==> src/mldc_pkg.sv <==
// holds the constants shared by the line driver control block.
// assumes an 8-bit processor i/o bus with a 16-bit i/o address.
package mldc_pkg;

   localparam int unsigned ADDR_W = 16;
   localparam int unsigned DATA_W = 8;

   // i/o address of the board control register
   localparam logic [ADDR_W-1:0] BOARD_CONTROL_ADDR = 16'h01da;

   // field positions inside the board control register
   localparam int unsigned BIT_C_FULLDUPLEX_TX = 0;
   localparam int unsigned BIT_C_RECEIVER      = 1;
   localparam int unsigned BIT_C_HALFDUPLEX_TX = 2;
   localparam int unsigned BIT_RESERVED_LOW    = 3;
   localparam int unsigned BIT_D_FULLDUPLEX_TX = 4;
   localparam int unsigned BIT_D_RECEIVER      = 5;
   localparam int unsigned BIT_D_HALFDUPLEX_TX = 6;
   localparam int unsigned BIT_RESERVED_HIGH   = 7;

   // writable bits; the reserved bits 7 and 3 are dropped
   localparam logic [DATA_W-1:0] WRITE_MASK = 8'h77;

   // all enables cleared after reset
   localparam logic [DATA_W-1:0] RESET_VALUE = 8'h00;

   // value that puts both ports into four-wire operation
   localparam logic [DATA_W-1:0] BOTH_FULLDUPLEX_VALUE = 8'h33;

   // number of differential serial ports handled
   localparam int unsigned NUM_PORTS = 2;

   // idle (mark) level on a serial data line
   localparam logic LINE_IDLE = 1'b1;

endpackage : mldc_pkg

==> src/mldc_port_xcvr.sv <==
// holds the line steering of one differential serial port.
// assumes single-ended stand-ins for each differential pair and a uart
// core on the user side.
module mldc_port_xcvr
(
   input  wire logic clk,
   input  wire logic arst_n,
   input  wire logic fullduplex_tx_enable,
   input  wire logic receiver_enable,
   input  wire logic halfduplex_tx_enable,
   input  wire logic uart_txd,
   output logic      uart_rxd,
   output logic      tx_pair_out,
   output logic      tx_pair_oe,
   input  wire logic rx_pair_in,
   output logic      rx_pair_out,
   output logic      rx_pair_oe
);

   typedef struct packed
   {
      logic rxd;
      logic tx_out;
      logic tx_oe;
      logic rx_out;
      logic rx_oe;
   } mldc_xcvr_state_t;

   mldc_xcvr_state_t state;
   mldc_xcvr_state_t next_state;

   always_comb
   begin
      next_state = state;
      // four-wire: dedicated transmit pair
      next_state.tx_oe  = fullduplex_tx_enable;
      next_state.tx_out = uart_txd;
      // two-wire: transmit on the shared receive pair
      next_state.rx_oe  = halfduplex_tx_enable;
      next_state.rx_out = uart_txd;
      // own driver on the shared pair is heard back for collision checks
      if (!receiver_enable)
         next_state.rxd = mldc_pkg::LINE_IDLE;
      else if (halfduplex_tx_enable)
         next_state.rxd = uart_txd;
      else
         next_state.rxd = rx_pair_in;
   end

   always_ff @(posedge clk or negedge arst_n)
   begin
      if (!arst_n)
      begin
         state <= '{rxd:    mldc_pkg::LINE_IDLE,
                    tx_out: mldc_pkg::LINE_IDLE,
                    tx_oe:  1'b0,
                    rx_out: mldc_pkg::LINE_IDLE,
                    rx_oe:  1'b0};
      end
      else
      begin
         state <= next_state;
      end
   end

   assign uart_rxd    = state.rxd;
   assign tx_pair_out = state.tx_out;
   assign tx_pair_oe  = state.tx_oe;
   assign rx_pair_out = state.rx_out;
   assign rx_pair_oe  = state.rx_oe;
endmodule : mldc_port_xcvr

==> src/mldc_line_ctrl.sv <==
// holds the board control register that steers the multidrop_line_driver_control transceivers of
// serial ports c and d, and the line steering of both ports.
// assumes an 8-bit i/o bus with one-cycle read and write strobes, synchronous
// to clk, and the uart cores outside this block.
//
// Overview of operation
// bit 6 enables port d two-wire driver
// bit 5 enables port d receiver
// bit 4 enables port d four-wire driver
// bit 2 enables port c two-wire driver
// bit 1 enables port c receiver
// bit 0 enables port c four-wire driver
// bits 7 and 3 reserved, writes ignored
// register read and written at 1dah
// writing 33h selects four-wire on both ports
// software drops two-wire driver after last byte
// two-wire port hears its own transmit data
// software may leave receivers always enabled
// four-wire uses two pairs, two-wire one
// reset clears all six enables
module mldc_line_ctrl
(
   input  wire logic                        clk,
   input  wire logic                        arst_n,
   // processor i/o bus
   input  wire logic [mldc_pkg::ADDR_W-1:0] io_addr,
   input  wire logic                        io_wr,
   input  wire logic                        io_rd,
   input  wire logic [mldc_pkg::DATA_W-1:0] io_wdata,
   output logic      [mldc_pkg::DATA_W-1:0] io_rdata,
   output logic                             io_rvalid,
   // transceiver enables
   output logic                             port_c_fullduplex_tx_enable,
   output logic                             port_c_receiver_enable,
   output logic                             port_c_halfduplex_tx_enable,
   output logic                             port_d_fullduplex_tx_enable,
   output logic                             port_d_receiver_enable,
   output logic                             port_d_halfduplex_tx_enable,
   // uart side, index 0 is port c, index 1 is port d
   input  wire logic [mldc_pkg::NUM_PORTS-1:0] uart_txd,
   output logic      [mldc_pkg::NUM_PORTS-1:0] uart_rxd,
   // line side
   output logic      [mldc_pkg::NUM_PORTS-1:0] tx_pair_out,
   output logic      [mldc_pkg::NUM_PORTS-1:0] tx_pair_oe,
   input  wire logic [mldc_pkg::NUM_PORTS-1:0] rx_pair_in,
   output logic      [mldc_pkg::NUM_PORTS-1:0] rx_pair_out,
   output logic      [mldc_pkg::NUM_PORTS-1:0] rx_pair_oe
);

   typedef struct packed
   {
      logic [mldc_pkg::DATA_W-1:0] board_control_register;
      logic [mldc_pkg::DATA_W-1:0] rdata;
      logic                        rvalid;
   } mldc_top_state_t;

   mldc_top_state_t state;
   mldc_top_state_t next_state;

   logic [mldc_pkg::NUM_PORTS-1:0] fd_en;
   logic [mldc_pkg::NUM_PORTS-1:0] rx_en;
   logic [mldc_pkg::NUM_PORTS-1:0] hd_en;
   logic                           wr_hit;
   logic                           rd_hit;

   // full 16-bit decode so aliases of the register do not respond
   function automatic logic addr_hit
   (
      input logic [mldc_pkg::ADDR_W-1:0] addr
   );
      addr_hit = (addr == mldc_pkg::BOARD_CONTROL_ADDR);
   endfunction : addr_hit

   assign wr_hit = io_wr && addr_hit(io_addr);
   assign rd_hit = io_rd && addr_hit(io_addr);

   always_comb
   begin
      next_state        = state;
      next_state.rvalid = 1'b0;
      // reserved bits are dropped and stay zero
      if (wr_hit)
      begin
         next_state.board_control_register = io_wdata & mldc_pkg::WRITE_MASK; // see R7
      end
      // a read in the same cycle as a write returns the old value
      if (rd_hit)
      begin
         next_state.rdata  = state.board_control_register;
         next_state.rvalid = 1'b1;
      end
   end

   always_ff @(posedge clk or negedge arst_n)
   begin
      if (!arst_n)
      begin
         state.board_control_register <= mldc_pkg::RESET_VALUE;
         state.rdata                  <= mldc_pkg::RESET_VALUE;
         state.rvalid                 <= 1'b0;
      end
      else
      begin
         state <= next_state;
      end
   end

   assign io_rdata  = state.rdata;
   assign io_rvalid = state.rvalid;

   assign port_c_fullduplex_tx_enable = state.board_control_register[mldc_pkg::BIT_C_FULLDUPLEX_TX];
   assign port_c_receiver_enable      = state.board_control_register[mldc_pkg::BIT_C_RECEIVER];
   assign port_c_halfduplex_tx_enable = state.board_control_register[mldc_pkg::BIT_C_HALFDUPLEX_TX];
   assign port_d_fullduplex_tx_enable = state.board_control_register[mldc_pkg::BIT_D_FULLDUPLEX_TX];
   assign port_d_receiver_enable      = state.board_control_register[mldc_pkg::BIT_D_RECEIVER];
   assign port_d_halfduplex_tx_enable = state.board_control_register[mldc_pkg::BIT_D_HALFDUPLEX_TX];

   assign fd_en = {port_d_fullduplex_tx_enable, port_c_fullduplex_tx_enable};
   assign rx_en = {port_d_receiver_enable, port_c_receiver_enable};
   assign hd_en = {port_d_halfduplex_tx_enable, port_c_halfduplex_tx_enable};

   // one line steering instance per port; the two-wire driver stays on until
   // software clears it after the last stop bit has left the uart
   generate
      for (genvar p = 0; p < mldc_pkg::NUM_PORTS; p++)
      begin : g_port
         mldc_port_xcvr u_xcvr
         (
            .clk                  (clk),
            .arst_n               (arst_n),
            .fullduplex_tx_enable (fd_en[p]),
            .receiver_enable      (rx_en[p]),
            .halfduplex_tx_enable (hd_en[p]),
            .uart_txd             (uart_txd[p]),
            .uart_rxd             (uart_rxd[p]),
            .tx_pair_out          (tx_pair_out[p]),
            .tx_pair_oe           (tx_pair_oe[p]),
            .rx_pair_in           (rx_pair_in[p]),
            .rx_pair_out          (rx_pair_out[p]),
            .rx_pair_oe           (rx_pair_oe[p])
         );
      end
   endgenerate
endmodule : mldc_line_ctrl

==> config.mk <==
export PLATFORM = sky130hd
export DESIGN_NAME = mldc_line_ctrl
export DESIGN_NICKNAME = d
export VERILOG_FILES = /design/src/mldc_pkg.sv /design/src/mldc_port_xcvr.sv /design/src/mldc_line_ctrl.sv
export SDC_FILE = /design/constraint.sdc
export NUM_CORES = 1
export LEC_CHECK = 0
export ABC_CLOCK_PERIOD_IN_PS = 1560
export BUFFER_PORTS_ARGS = -buffer_cell sky130_fd_sc_hd__buf_4
export CELL_PAD_IN_SITES_DETAIL_PLACEMENT = 1
export CELL_PAD_IN_SITES_GLOBAL_PLACEMENT = 2
export CORE_MARGIN = 5
export CORE_UTILIZATION = 27
export CTS_BUF_LIST = sky130_fd_sc_hd__clkbuf_4
export DETAILED_ROUTE_END_ITERATION = 12
export GPL_TIMING_DRIVEN = 0
export PLACE_DENSITY_LB_ADDON = 0.1
export SLEW_MARGIN = 10
export SYNTH_ARGS = -nofsm -noshare
export SYNTH_HDL_FRONTEND = slang
export SYNTH_HIERARCHICAL = 1
export SYNTH_SLANG_ARGS = --single-unit
==> constraint.sdc <==
create_clock -name clk -period 1.56 [get_ports clk]
set_clock_uncertainty 0.05 [all_clocks]
set_input_delay 0.156 -clock clk [delete_from_list [all_inputs] [get_ports clk]]
set_output_delay 0.156 -clock clk [all_outputs]
set_load 0.1 [all_outputs]
==> flow_metrics.tcl <==
set metrics [dict create \
    area_growth_pct 60.5 \
    ant_nets 0 \
    drv_cap 0 \
    fillers 341 \
    clock_tree.root_cell "clkbuf_4" \
    setup_ws_ns 0.0959 \
    fin_crit_sh 0.939 \
    numCtsBuffers 3 \
    core_sq_um 3000 \
    cp-start-kind "input pin" \
    rows 20 \
    die_height_um 65.3 \
    ir_worst_vdd_mv 0.378 \
    synth.avg_cell_area_sq_um 16.2 \
    clk_pin_slew_ns 0.11 \
    port-buffer-count 52 \
    stdcell_area_sq_um 1320 \
    cts_buffer_depth 2 \
    cts_tree "yes" \
    setup_viol 0 \
    cellLeakagePower_nw 0.717 \
    place_inst 137 \
    grt_max_degree 22 \
    cp.required_ns 1.69 \
    arrival_ns 1.60 \
    drive_above_1_share 0.730 \
    die_w_um 65.3 \
    postSynthCellCount 51 \
    start_util 0.275 \
    reg2reg_depth 1 \
    finalPower_mw 0.982 \
    drcViolationCount 0 \
    synth-seq-cells 21 \
    r2r_slack_ns 0.68 \
    fin_crit_ns 1.46 \
    cp-end-kind "flop" \
    rsz0062_at_grt "no" \
    yosys_warnings 6 \
    cts-resized-gates 0 \
    finalMaxSlewViolations 0 \
    finish.utilization 0.441 \
    p_per_area_nw_per_um2 742 \
    r2r_start "port_d_halfduplex_tx_enable$_DFFE_PN0P_" \
    gp_congestion 0.641 \
    via_per_inst 4.40 \
    clk_latency_ns 0.29 \
    final_common_cell "buf_4" \
    cts.sinks 21 \
    drt_wl_total_um 2040 \
    wire_per_inst_um 14.1 \
    drt_iter0_drc 4 \
    grt_pass1_vias 754 \
    cts_max_level 1 \
    worstHoldPathCells 2 \
    tns_ns 0 \
    first_pass_iters 3 \
    synth_cell_type_count 15 \
    fmax_mhz 683 \
    diodes 0 \
    via_count 633 \
    final_cell_count_no_fill 144 \
    antenna_found_initial 0 \
    hold_buffers 3 \
    dieArea_sq_um 4260 \
    min_to "port_c_fullduplex_tx_enable$_DFFE_PN0P_" \
    cts_setup_buffers 0 \
    hold_viol_final 0 \
    dpl_worst_slack_ns -0.240 \
    place_area_sq_um 1260 \
    netlist_area_sq_um 825 \
    ioPinCount 57 \
    timing.rr.end "port_d_halfduplex_tx_enable$_DFFE_PN0P_" \
    fin_hold_ws_ns 0.0348 \
    nNetsFinal 144 \
    outcome "completed" \
    critical_path_class "in -> reg" \
    final_cell_mix "56 x buf_4, 17 x dfrtp_1, 12 x mux2_2" \
    grt_pass1_wl_um 3390 \
    min_from "io_wdata[0]" \
    hold_class "in -> reg" \
    grt_overflow_total 0 \
    grt_use_total 0.105 \
    path_max_fanout 6 \
    yosysSeqAreaShare 0.643 \
]
[cell usage after synthesis (all sizes together)]
master,number,share of area
and2,1,0.0076
mux2i,2,0.024
dfrtp,17,0.52
or4b,1,0.017
or4,1,0.0091
conb,1,0.0045
nand4b,1,0.011
nor4,2,0.033
nand2,4,0.036
buf,4,0.036
mux2,12,0.16
dfstp,4,0.13
nand4bb,1,0.014
[final cells by class]
type                       count  area (sq um)  area share
buffer                         4          30.0      0.0227
clock buffer                   4          30.0      0.0227
multi-input combinational     27           272       0.205
sequential                    21           531       0.401
tap                           33          41.3      0.0312
timing repair buffer          55           420       0.318
[power breakdown]
part           total, mW  internal, mW  switching (mW)  leakage, nW
Clock              0.271         0.117           0.154       0.0184
Sequential         0.551         0.549         0.00134        0.280
Combinational      0.161        0.0691          0.0918        0.419
[worst max-delay path, cell delays in order]
cell and delay, ns:
buf_4 0.11, or4_4 0.55, nor4_4 0.36, nand2_4 0.14
mux2_2 0.29
[registers in the layout, indices dropped and copies added, names as in the netlist]
register                     flops
g_port.u_xcvr/uart_rxd           2
g_port.u_xcvr/tx_pair_oe         2
io_rvalid                        1
io_rdata                         6
port_c_receiver_enable           1
port_d_halfduplex_tx_enable      1
port_d_receiver_enable           1
port_c_halfduplex_tx_enable      1
g_port.u_xcvr/rx_pair_out        2
g_port.u_xcvr/rx_pair_oe         2
port_d_fullduplex_tx_enable      1
port_c_fullduplex_tx_enable      1
[routing by layer]
| layer | vias to the layer above | part of all wire | GRT usage |
|---|---|---|---|
| li1 | 295 | - | - |
| met1 | 303 | 0.35 | 0.0994 |
| met2 | 35 | 0.53 | 0.197 |
| met3 | 0 | 0.12 | 0.0547 |
| met4 | 0 | 0 | 0.0233 |
| met5 | - | 0 | 0 |
[worst max-delay path by stage]
| stage | start | endpoint | depth (start not counted) |
|---|---|---|---|
| finish | io_addr[12] | port_d_halfduplex_tx_enable$_DFFE_PN0P_ | 5 |
| global route | io_addr[12] | io_rdata[1]$_DFFE_PN0P_ | 5 |
| CTS | io_addr[12] | port_d_halfduplex_tx_enable$_DFFE_PN0P_ | 5 |
| detailed placement | io_addr[12] | io_rdata[6]$_DFFE_PN0P_ | 5 |
| global placement | io_addr[12] | port_c_fullduplex_tx_enable$_DFFE_PN0P_ | 5 |
| floorplan | io_addr[12] | port_c_halfduplex_tx_enable$_DFFE_PN0P_ | 4 |
[cells by family after synthesis]
group	share of synthesized area
and+or+nand+nor	0.127
other	0.00455
buffers and inverters	0.0364
muxes	0.188
DFF	0.643
(Power assumes the default switching activity.)
